==> src/shared/oad_pkg.sv <==
/*
  oad_pkg: constants and packed types for the eight-channel analog output
  card interface logic.
  Assumes a single 10 MHz system clock. All backplane pins are asynchronous
  to it and pass through synchronisers before use.
*/
package oad_pkg;

  // register index, selected by the backplane address bit
  localparam logic ADDR_BOARD_IDENTITY = 1'b0;
  localparam logic ADDR_CARD_CONTROL = 1'b1;

  // card_control reset value and field positions
  localparam logic [7:0] CTL_RESET = 8'h60;
  localparam int CTL_SRC_HI = 6;
  localparam int CTL_SRC_LO = 5;
  localparam int CTL_EMPH = 4;
  localparam int CTL_RELAY = 3;
  localparam int CTL_CONV_RST = 2;
  localparam int CTL_SOFT_MUTE = 1;
  localparam int CTL_DOUBLE = 0;

  // board_identity field positions
  localparam int ID_TYPE_LO = 4;
  localparam int ID_REV_LO = 0;

  // source select encodings
  localparam logic [1:0] SRC_PAIR_0_1 = 2'h0;
  localparam logic [1:0] SRC_PAIR_8_9 = 2'h1;
  localparam logic [1:0] SRC_PAIR_10_11 = 2'h2;
  localparam logic [1:0] SRC_ZERO = 2'h3;

  // octal frame layout
  localparam int SAMPLE_W = 24;
  localparam int SLOT_BITS = 32;
  localparam int NUM_CH = 8;
  localparam int NUM_LINES = 6;
  localparam int SLOTS_PER_HALF = 4;
  localparam logic [4:0] SLOT_LAST_BIT = 5'h1f;

  // octal bit rate and bus master clock at 48 kHz word clock
  localparam int OCTAL_RATE_BPS = 12288000;
  localparam int MASTER_CLK_HZ = 24576000;
  localparam int MCLK_PER_OCTAL_BIT = MASTER_CLK_HZ / OCTAL_RATE_BPS;
  // master clock edges per word clock period
  localparam int MCLK_PER_FRAME = MCLK_PER_OCTAL_BIT * 8 * SLOT_BITS;
  localparam int CNT_W = $clog2(MCLK_PER_FRAME);

  // backplane and link pins, raw or synchronised
  typedef struct packed {
    logic mclk;
    logic wclk;
    logic [NUM_LINES-1:0] line;
    logic all_mute_n;
    logic cs_n;
    logic addr;
    logic dir;
    logic strobe_n;
    logic [7:0] data;
  } oad_pins_t;

  // complete state of the interface logic
  typedef struct packed {
    oad_pins_t s1;
    oad_pins_t s2;
    logic mclk_d;
    logic wclk_d;
    logic strobe_d;
    logic [7:0] ctl;
    logic [7:0] rdata;
    logic [CNT_W-1:0] cnt;
    logic [SAMPLE_W-1:0] sh_odd;
    logic [SAMPLE_W-1:0] sh_even;
    logic [NUM_CH-1:0][SAMPLE_W-1:0] captured;
    logic [NUM_CH-1:0][SAMPLE_W-1:0] hold;
    logic [NUM_CH-1:0] dout;
  } oad_state_t;

endpackage : oad_pkg

==> src/core/oad_dac_if.sv <==
/*
  oad_dac_if: backplane register port, octal pair selection, octal to
  serial-audio conversion and converter clock generation for an
  eight-converter analog output card.
  Assumes clk is much faster than the strobe port; the bus master clock and
  word clock are sampled as ordinary inputs through two flip-flops.
*/
`timescale 1ns/100ps

// Summary of operation
// - two byte registers, slot select, address bit
// - write latched at strobe rising edge
// - five control outputs driven from register
// - global mute low forces zero serial data
// - identity register read only, type and revision
// - source select resets to three; three zeroes
// - control bit 4 drives de-emphasis
// - control bit 3 drives relay mute low
// - control bit 2 drives converter reset low
// - control bit 1 drives soft mute
// - control bit 0 drives double rate
// - reset gives default registers and outputs
// - converter clocks derived from bus clocks
// - master clock 256 or 128 times fs
// - octal line bit rate fixed by word clock
// - eight slots of 24-bit samples per frame
// - mux one line pair into eight streams
// - right true, left complemented same frame
// - odd channels first line, even second
// - double speed: four samples per line
// - single speed uses last four slots
// - word clock rising edge starts octal frame
// - frame sync and bit clock fall start
module oad_dac_if #(
  // arbitrary neutral identity value
  parameter logic [7:0] BOARD_IDENTITY = 8'h5a
) (
  // system
  input wire logic clk,
  input wire logic nrst,
  input wire logic en,
  // backplane register port
  input wire logic slot_select_n,
  input wire logic backplane_addr_bit,
  input wire logic transfer_direction,
  input wire logic transfer_strobe_n,
  input wire logic [7:0] backplane_data_bus_in,
  output logic [7:0] backplane_data_bus_out,
  output logic backplane_data_bus_oe,
  // bus clocks and octal lines
  input wire logic bus_master_clk,
  input wire logic bus_word_clk,
  input wire logic [oad_pkg::NUM_LINES-1:0] octal_in_line,
  input wire logic all_mute_n,
  // converter controls
  output logic emphasis_undo_en,
  output logic converter_soft_mute,
  output logic converter_reset_n,
  output logic double_rate_en,
  output logic relay_mute_n,
  // converter serial audio
  output logic conv_master_clk,
  output logic conv_bit_clk_n,
  output logic conv_frame_sync_n,
  output logic [oad_pkg::NUM_CH-1:0] conv_serial_data
);

  oad_pkg::oad_state_t st_reg;
  oad_pkg::oad_state_t st_next;
  oad_pkg::oad_pins_t raw;
  logic mrise;
  logic wrise;
  logic wr_fire;
  logic half_start;
  logic [1:0] src;
  logic line_odd;
  logic line_even;
  logic [4:0] slot_bit;
  logic [2:0] slot;
  logic [4:0] obit;
  logic left_half;

  assign raw = '{mclk: bus_master_clk, wclk: bus_word_clk,
                 line: octal_in_line, all_mute_n: all_mute_n,
                 cs_n: slot_select_n, addr: backplane_addr_bit,
                 dir: transfer_direction, strobe_n: transfer_strobe_n,
                 data: backplane_data_bus_in};

  // edges seen on the synchronised copies only
  assign mrise = st_reg.s2.mclk & ~st_reg.mclk_d;
  assign wrise = st_reg.s2.wclk & ~st_reg.wclk_d;
  assign wr_fire = st_reg.s2.strobe_n & ~st_reg.strobe_d &
                   ~st_reg.s2.cs_n & ~st_reg.s2.dir;
  assign src = st_reg.ctl[oad_pkg::CTL_SRC_HI:oad_pkg::CTL_SRC_LO];

  // octal pair multiplexer, first line odd channels, second even
  always_comb begin
    case (src)
      oad_pkg::SRC_PAIR_0_1: begin
        line_odd = st_reg.s2.line[0];
        line_even = st_reg.s2.line[1];
      end
      oad_pkg::SRC_PAIR_8_9: begin
        line_odd = st_reg.s2.line[2];
        line_even = st_reg.s2.line[3];
      end
      oad_pkg::SRC_PAIR_10_11: begin
        line_odd = st_reg.s2.line[4];
        line_even = st_reg.s2.line[5];
      end
      default: begin
        line_odd = 1'b0;
        line_even = 1'b0;
      end
    endcase
  end

  // serial audio bit for one converter at output bit index idx
  function automatic logic conv_bit(input logic [23:0] smp,
                                    input logic [4:0] idx,
                                    input logic left);
    logic b;
    b = 1'b0;
    // one bit-clock delay after the frame sync edge, msb first;
    // only sample bits are complemented, padding stays zero
    if (idx != 5'h0 && idx <= 5'(oad_pkg::SAMPLE_W)) begin
      b = smp[5'(oad_pkg::SAMPLE_W) - idx];
      b = left ? ~b : b;
    end
    conv_bit = b;
  endfunction : conv_bit

  always_comb begin
    st_next = st_reg;
    slot_bit = st_reg.cnt[5:1];
    slot = st_reg.cnt[8:6];
    half_start = 1'b0;
    obit = 5'h0;
    left_half = 1'b0;
    // two-stage synchronisers, first stage read only by the second
    st_next.s1 = raw;
    st_next.s2 = st_reg.s1;
    st_next.mclk_d = st_reg.s2.mclk;
    st_next.wclk_d = st_reg.s2.wclk;
    st_next.strobe_d = st_reg.s2.strobe_n;

    // register port
    if (wr_fire && st_reg.s2.addr == oad_pkg::ADDR_CARD_CONTROL) begin
      st_next.ctl = st_reg.s2.data;
    end
    // identity register ignores writes
    st_next.rdata = (st_reg.s2.addr == oad_pkg::ADDR_CARD_CONTROL) ?
                    st_reg.ctl : BOARD_IDENTITY;

    // master clock edge count, restarted by the word clock
    if (wrise) begin
      st_next.cnt = '0;
    end else if (mrise) begin
      st_next.cnt = st_reg.cnt + 1'b1;
    end

    // octal bit sampled in the second master clock of each bit
    if (mrise && !wrise && !st_reg.cnt[0]) begin
      if (slot_bit < 5'(oad_pkg::SAMPLE_W)) begin
        st_next.sh_odd = {st_reg.sh_odd[22:0], line_odd};
        st_next.sh_even = {st_reg.sh_even[22:0], line_even};
      end
      // slot done: single speed keeps only the last four slots
      if (slot_bit == oad_pkg::SLOT_LAST_BIT &&
          (slot[2] || st_reg.ctl[oad_pkg::CTL_DOUBLE])) begin
        st_next.captured[{slot[1:0], 1'b0}] = st_reg.sh_odd;
        st_next.captured[{slot[1:0], 1'b1}] = st_reg.sh_even;
      end
    end

    // converter frame start: once per word clock, twice at double rate
    if (st_reg.ctl[oad_pkg::CTL_DOUBLE]) begin
      half_start = (st_next.cnt[7:0] == 8'h0) &&
                   (st_reg.cnt[7:0] != 8'h0);
      obit = st_next.cnt[6:2];
      left_half = ~st_next.cnt[7];
    end else begin
      half_start = (st_next.cnt == '0) && (st_reg.cnt != '0);
      obit = st_next.cnt[7:3];
      left_half = ~st_next.cnt[8];
    end
    if (half_start) begin
      st_next.hold = st_reg.captured;
    end

    for (int ch = 0; ch < oad_pkg::NUM_CH; ch++) begin
      st_next.dout[ch] = st_reg.s2.all_mute_n &
                         conv_bit(st_next.hold[ch], obit,
                                  left_half);
    end
  end

  always_ff @(posedge clk) begin
    if (!nrst) begin
      st_reg <= '0;
      st_reg.ctl <= oad_pkg::CTL_RESET;
      st_reg.rdata <= BOARD_IDENTITY;
    end else if (en) begin
      st_reg <= st_next;
    end
  end

  // control outputs straight from the control register
  assign emphasis_undo_en = st_reg.ctl[oad_pkg::CTL_EMPH];
  assign relay_mute_n = st_reg.ctl[oad_pkg::CTL_RELAY];
  assign converter_reset_n = st_reg.ctl[oad_pkg::CTL_CONV_RST];
  assign converter_soft_mute = st_reg.ctl[oad_pkg::CTL_SOFT_MUTE];
  assign double_rate_en = st_reg.ctl[oad_pkg::CTL_DOUBLE];

  // read data driven only while selected, reading and strobe low
  assign backplane_data_bus_out = st_reg.rdata;
  assign backplane_data_bus_oe = ~st_reg.s2.cs_n & st_reg.s2.dir &
                                 ~st_reg.s2.strobe_n;

  // converter clocks; master clock half the bus clock at both rates
  assign conv_master_clk = st_reg.cnt[0];
  assign conv_bit_clk_n = st_reg.ctl[oad_pkg::CTL_DOUBLE] ?
                          st_reg.cnt[1] : st_reg.cnt[2];
  assign conv_frame_sync_n = st_reg.ctl[oad_pkg::CTL_DOUBLE] ?
                             st_reg.cnt[7] : st_reg.cnt[8];
  assign conv_serial_data = st_reg.dout;
endmodule : oad_dac_if

==> config.mk <==
export PLATFORM = sky130hd
export DESIGN_NAME = oad_dac_if
export DESIGN_NICKNAME = d
export VERILOG_FILES = /design/src/shared/oad_pkg.sv /design/src/core/oad_dac_if.sv
export SDC_FILE = /design/constraint.sdc
export NUM_CORES = 1
export LEC_CHECK = 0
export BUFFER_PORTS_ARGS = -buffer_cell sky130_fd_sc_hd__buf_2
export CELL_PAD_IN_SITES_DETAIL_PLACEMENT = 1
export CELL_PAD_IN_SITES_GLOBAL_PLACEMENT = 1
export CORE_UTILIZATION = 40
export CTS_CLUSTER_DIAMETER = 30
export DETAILED_ROUTE_END_ITERATION = 16
export HOLD_SLACK_MARGIN = 0.15
export MAX_ROUTING_LAYER = met4
export PLACE_DENSITY = 0.7
export SYNTH_ARGS = -nofsm -noshare
export SYNTH_HDL_FRONTEND = slang
export SYNTH_SLANG_ARGS = --single-unit
export TNS_END_PERCENT = 20
==> constraint.sdc <==
create_clock -name clk -period 12.9 [get_ports clk]
set_clock_uncertainty 0.15 [all_clocks]
set_input_delay 0.645 -clock clk [delete_from_list [all_inputs] [get_ports clk]]
set_output_delay 0.645 -clock clk [all_outputs]
set_load 0.02 [all_outputs]
==> results of run 1 <==
-- per-layer routing --
layer  wire [µm]  vias to the layer above  global-route usage
met5           0                        -                   -
met4        2030                        0               0.109
met3        3640                      136              0.0508
met2       37800                      468               0.470
met1       35200                    10300               0.349
li1            -                     9341                   -
-- worst max-delay path: cells and delay by family, from the launching register on --
kind                       cells  cell delay (ns)
and+or+nand+nor                4             1.47
AOI/OAI and AO/OA              6             1.33
buffers and inverters          2             1.07
adders and majority gates      2             0.62
DFF                            1             0.54
muxes                          1             0.37
-- cell usage in the layout, fill, tap and decap left out, types with 18 or more instances in the layout --
cell type / n
nor2b_1: 61
nand3_1: 29
clkinv_2: 28
o21ai_0: 24
dfxtp_1: 510
buf_4: 24
dlygate4sd3_1: 21
nand2_1: 1012
clkbuf_16: 131
a31oi_1: 18
a21boi_0: 437
buf_2: 46
a21oi_1: 39
clkbuf_8: 22
nor3_1: 18
nor2_1: 69
mux2i_1: 105
-- final timing paths --
| kind | slack, ns | end |
|---|---|---|
| setup / recovery | 7.19 | conv_serial_data[0] |
| hold / removal | 0.21 | slot_bit[4] |
| setup reg to reg | 7.19 | conv_serial_data[0] |
| hold reg to reg | 0.31 | st_reg[72] |
-- per-stage QoR --
step / setup WS, ns / power [mW] / utilization / hold slack, ns / instances
2_1_floorplan: 8.34 / 1.68 / - / 0.276 / 2773
3_3_place_gp: 7.59 / 1.71 / 0.415 / 0.299 / 3364
3_5_place_dp: 7.37 / 1.71 / 0.415 / 0.308 / 3364
4_1_cts: 7.26 / 5.06 / 0.501 / 0.191 / 3624
5_1_grt: 6.89 / 5.16 / 0.501 / 0.212 / 3624
6_report: 7.19 / 5.03 / 0.501 / 0.212 / 3625
-- kinds of logic (layout without fill, tap and decap cells) --
| logic type | after synthesis | in the layout |
|---|---|---|
| flip-flops | 510 | 510 |
| multiplexers | 120 | 120 |
| AND/OR/NAND/NOR | 1263 | 1263 |
| buffers and inverters | 239 | 342 |
| adder cells (fa/ha/maj) | 3 | 3 |
| AO/OA/AOI/OAI | 632 | 632 |
| XOR/XNOR | 6 | 6 |
| other | 0 | 1 |
-- power by group --
part           switching (mW)  leakage [nW]  internal, mW  total, mW
clock                    1.05          2.23          2.29       3.34
combinational          0.0522          3.45        0.0396     0.0918
sequential            0.00508          4.11          1.59       1.59
total                    1.10          9.79          3.92       5.03
-- area by class of cell --
cell class | instances | share of cell area
clock inverter | 70 | 0.0334
clock buffer | 169 | 0.131
multi-input combinational | 2024 | 0.410
antenna | 1 | 0.0000900
inverter | 10 | 0.00135
timing repair buffer | 93 | 0.0236
sequential | 510 | 0.367
tap | 748 | 0.0337
==> metrics.md, run 1 <==
| Metric | Value |
|---|---|
| Status | `finished, final reports clean` |
| Max FFs per register | `between 400 and 500` |
| Die footprint | `57,500 µm²` |
| Crit Path Category | `flop to flop` |
| P per Cell Area | `about 180 nW/µm²` |
| Setup tns final | `0 ns` |
| Register area | `roughly 10,000 µm²` |
| RSZ-0062 raised after global routing | `no` |
| Fmax achieved | `0.175 GHz` |
| Postcts setup bufs | `0` |
| Critical Path AT | `6.15 ns` |
| Syn_area_per_cell | `8.16 µm²` |
| Final Net Count | `between 2,000 and 3,000` |
| Most frequent cell after synthesis | `nand2_1` |
| GP Congestion | `roughly 0.84` |
| Fin area | `approximately 28,000 µm²` |
| Sequential element share of the synthesized area | `0.451` |
| Post-synth top flop | `dfxtp_1` |
| Main combinational cell family by area after synthesis | `simple AND/OR/NAND/NOR gates` |
| Hold Path Depth | `3` |
| Worst-skew pair later-pin latency | `0.71 ns` |
| Drt first pass iters | `5` |
| Cts repair resizes | `0` |
| Post-synth EDFFs | `0` |
| Via count | `20,200` |
| CTS tree | `yes` |
| Initial Util | `0.407` |
| Die Wd | `about 240 µm` |
| First-pass GRT wire length | `roughly 120,000 µm` |
| Cells after synthesis | `2,773` |
| Final Critical Period | `between 5 and 6 ns` |
| Crit path launch | `conv_master_clk` |
| Core Region | `between 50,000 and 60,000 µm²` |
| Worst Reg-to-Reg Cells | `15` |
| Number of port buffers | `48` |
| Worst-path clk slew | `around 0.040 ns` |
| Worst r2r src | `conv_master_clk` |
| Grt ovf | `0` |
| Drt drc | `0` |
| Largest net degree at the start of global routing | `slightly below 200` |
| CTS Buffer Depth | `3` |
| Ports | `49` |
| Vias in the first global route | `approximately 21,000` |
| Least-Margin Pin Slew | `about 1.2 ns` |
| Setup violators final | `0` |
| Max-cap viol count | `0` |
| Synth top cells by count | `1,016 x nand2_1, 510 x dfxtp_1, 437 x a21boi_0, 148 x clkbuf_1, 105 x mux2i_1` |
| Synth Warn # | `0` |
| Compound-Gate Fraction of Synth Area | `0.209` |
| Antenna violations before repair | `0` |
| Required @ worst endpoint | `between 10 and 15 ns` |
| Hold Crit Class | `primary input to flop` |
| Final Hold Vio Count | `0` |
| Relative slew margins | `0.224` |
| Crit-path max cell delay | `around 0.63 ns` |
| Netlist cell types | `83` |
| Post-synthesis instance area | `around 23,000 µm²` |
| Dominant cell type by area after synthesis | `dfxtp_1` |
| Synth area leaders | `dfxtp_1 45%, nand2_1 17%, a21boi_0 15%` |
| Area growth syn-to-layout | `22.9%` |
| Post-Synth XOR/XNOR Area | `0.00232` |
| Worst ir drop on vdd | `~0.14 mV` |
| Cts-stage hold buffer count | `21` |
| Worst path cell trace | `ha_1, nand3b_4, or4_1, nand2_1, a21oi_1, ha_1, buf_4, clkinv_1, nor2_1, o21ai_2, o22ai_1, a311oi_1, a211oi_1, mux2_1, a221o_1` |
| WL/cell | `21.7 µm` |
| Clock sink count | `510` |
| Post-Synth Adder-Cell Area | `0.00166` |
| Die H | `between 200 and 250 µm` |
| Synthesized flop and latch total | `510` |
| Slowest CP cell | `clkinv_1` |
| Critical path capture point type | `flop` |
| Mapped Nets | `about 2,800` |
| Multi-input logic area | `11,400 µm²` |
| Multiplexer share of the synthesized area | `0.0570` |
| Share of cells above drive strength 1 | `0.121` |
| Drt total wl | `just under 80,000 µm` |
| CP most frequent cell | `ha_1` |
| Period utilization | `0.443` |
| Hold path startpoint | `en` |
| DRT antenna net count | `0` |
| Iter 0 DRT Violations | `about 1,200` |
| Number of fill cells | `around 6,400` |
| Fin. max-slew vios | `0` |
| Post-synth top area share | `0.451` |
| DR vias/cell | `approximately 5.6` |
| Synth Area in Simple Gates | `0.231` |
| Crit-path max FO | `29` |
| Clk root buf | `clkbuf_16` |
| CTS H-tree lvls | `4` |
| Num CTS Buffers | `130` |
| Total Routing Usage GR | `0.286` |
| Static Leakage | `9.79 nW` |
| Worst Setup Start Kind | `flop` |
| FP Rows | `86` |
| DP Wirelength | `around 44,000 µm` |
| Post-DP Area | `23,000 µm²` |
| Synth async-reset ratio | `0` |
Note: power is estimated with default switching activity, not from simulation.
==> run 2: changes to the inputs <==
Clock period 12.9 ns to 5.4 ns, I/O delays scaled along.
==> run 2 against run 1 <==
  * Flip-flop and latch count stayed put
  * Clock power grew 130%
  * Routed wire length increased by 0.23%
  * Sequential share of layout area grew 0.060 points
  * Critical endpoint is now conv_serial_data[5]
  * Highest routed layer unchanged
  * Critical path type unchanged
==> metrics.md, run 2 (synthesis results as in run 1) <==
| Metric | Value |
|---|---|
| Initial Util | `0.407 (unchanged)` |
| Worst-skew pair later-pin latency | `0.68 ns (-0.03 ns)` |
| Worst hold slack | `0.263 ns (+0.0504 ns)` |
| Iter 0 DRT Violations | `1,155 (-2.4%)` |
| Ports | `49 (unchanged)` |
| CTS tree | `yes` |
| Slowest CP cell | `nor2_2` |
| CTS H-tree lvls | `3 (-1)` |
| Worst ir drop on vdd | `0.338 mV (+140%)` |
| Crit-path max cell delay | `0.85 ns (+0.22 ns)` |
| Commonest non-fill, non-tap cell in the layout | `nand2_1` |
| Clk root buf | `clkbuf_16` |
| DP Wirelength | `46,000 µm (+4.1%)` |
| Status | `finished, final reports clean` |
| Multi-input logic area | `11,400 µm² (about the same)` |
| Num CTS Buffers | `120 (-7.7%)` |
| Fmax achieved | `0.203 GHz (+16%)` |
| Cts-stage hold buffer count | `34 (+62%)` |
| Crit Path Category | `flop to flop` |
| Die Wd | `240 µm (unchanged)` |
| Final Net Count | `2,809 (+0.46%)` |
| Hold Crit Class | `primary input to flop` |
| Drt total wl | `78,800 µm (+0.23%)` |
| RSZ-0062 raised after global routing | `no` |
| Post-DP Area | `23,100 µm² (+0.53%)` |
| DRT antenna net count | `0 (unchanged)` |
| Relative slew margins | `0.253 (+0.0285)` |
| Antenna Cells | `0 (-1)` |
| Setup violators final | `0 (unchanged)` |
| Final Hold Vio Count | `0 (unchanged)` |
| Die footprint | `57,500 µm² (unchanged)` |
| Clock sink count | `510 (unchanged)` |
| Grt ovf | `0 (unchanged)` |
| DR vias/cell | `5.50 (-1.4%)` |
| Cts repair resizes | `0 (unchanged)` |
| Worst path cell trace | `ha_1, nand3b_4, or4_1, nand2_1, a21oi_1, ha_1, inv_1, a21oi_1, nor2_2, nand2_1, a221oi_1, a2111oi_0, a311oi_1, xnor2_1, o21ai_1` |
| CP bufs+invs | `1 (-1)` |
| Register area | `10,200 µm² (unchanged)` |
| Share of cells above drive strength 1 | `0.119 (-0.00238)` |
| Critical path capture point type | `flop` |
| Via count | `20,000 (-1.3%)` |
| Final Critical Period | `4.93 ns (-0.787 ns)` |
| Required @ worst endpoint | `5.81 ns (-7.53 ns)` |
| Vias in the first global route | `21,000 (-2.2%)` |
| Max FFs per register | `454 (unchanged)` |
| Total Routing Usage GR | `0.285 (-0.00165)` |
| Setup tns final | `0 ns (unchanged)` |
| Least-Margin Pin Slew | `1.12 ns (-0.0428 ns)` |
| Drt first pass iters | `5 (unchanged)` |
| Fin. max-slew vios | `0 (unchanged)` |
| Critical Path AT | `5.34 ns (-0.81 ns)` |
| Number of fill cells | `6,470 (+0.61%)` |
| Area growth syn-to-layout | `22.7%` |
| Antenna violations before repair | `1 (+1)` |
| Period utilization | `0.912 (+0.469)` |
| CTS Buffer Depth | `3 (unchanged)` |
| Die H | `240 µm (unchanged)` |
| Max-cap viol count | `0 (unchanged)` |
| Static Leakage | `9.78 nW (about the same)` |
| P per Cell Area | `418 nW/µm² (+130%)` |
| Postcts setup bufs | `0 (unchanged)` |
| Core Region | `55,500 µm² (unchanged)` |
| Number of port buffers | `48 (unchanged)` |
| Largest net degree at the start of global routing | `227 (+18%)` |
| Commonest non-fill, non-tap cells in the layout | `1,012 x nand2_1, 510 x dfxtp_1, 437 x a21boi_0, 120 x clkbuf_16, 105 x mux2i_1` |
| Core Util, Final | `0.500 (-0.000811)` |
| First-pass GRT wire length | `123,000 µm (-0.55%)` |
| Drt drc | `0 (unchanged)` |
| Worst-path clk slew | `0.05 ns (about the same)` |
| Crit-path max FO | `23 (-21%)` |
| Worst Setup Start Kind | `flop` |
| Worst path top cell family by delay | `simple AND/OR/NAND/NOR gates` |
| WL/cell | `21.7 µm (about the same)` |
| FP Rows | `86 (unchanged)` |
| GP Congestion | `0.895 (+7.0%)` |
| Fin area | `27,800 µm² (-0.16%)` |
-- run 2: changes by cell type in the layout (fill, tap and decap cells not counted), sizes merged --
cell	before	now
buf	72	82
bufinv	15	18
clkbuf	169	158
clkinv	36	33
clkinvlp	12	7
diode	1	0
dlygate4sd3	21	34
-- run 2: per-stage QoR --
stage | std cells | total power [mW] | setup WS [ns]
3_3_place_gp | 3374 | 4.08 | 0.695
5_1_grt | 3631 | 11.9 | 0.153
6_report | 3631 | 11.6 | 0.474
2_1_floorplan | 2773 | 4.02 | 0.845
4_1_cts | 3631 | 11.7 | 0.568
3_5_place_dp | 3374 | 4.08 | 0.575
-- run 2: final timing paths --
check,to,slack [ns],from,depth (start not counted)
worst max-delay path,conv_serial_data[5],0.47,conv_master_clk,15
worst min-delay path,st_next[488],0.26,bus_master_clk,4
worst max register to register,conv_serial_data[5],0.47,conv_master_clk,15
worst min register to register,st_reg[93],0.31,st_reg[285],2
-- run 2: per-layer routing --
metal  vias up  global-route usage  wire length [µm]
met1      9994               0.356             35700
met5         -                   -                 0
met4         0              0.0930              1520
met3       134              0.0437              3560
met2       466               0.469             38000
li1       9363                   -                 -
-- run 2: where the power goes --
group	switching [mW]	total, mW	internal, mW
Combinational	0.127	0.232	0.106
Clock	2.34	7.56	5.22
Sequential	0.0127	3.81	3.79
Total	2.48	11.6	9.12
-- run 2: worst register-to-register path, cell delays in order (launching register included) --
cell and delay (ns):
dfxtp_1 0.54, ha_1 0.32, nand3b_4 0.15, or4_1 0.56, nand2_1 0.16, a21oi_1 0.09
ha_1 0.31, inv_1 0.14, a21oi_1 0.09, nor2_2 0.85, nand2_1 0.43, a221oi_1 0.31
a2111oi_0 0.15, a311oi_1 0.34, xnor2_1 0.16, o21ai_1 0.07
-- run 2: cell type report --
class | instances | area share
Multi-Input combinational cell | 2024 | 0.410
Sequential cell | 510 | 0.368
Clock buffer | 158 | 0.122
Tap cell | 748 | 0.0337
Timing Repair Buffer | 116 | 0.0328
Clock inverter | 65 | 0.0324
Inverter | 10 | 0.00135
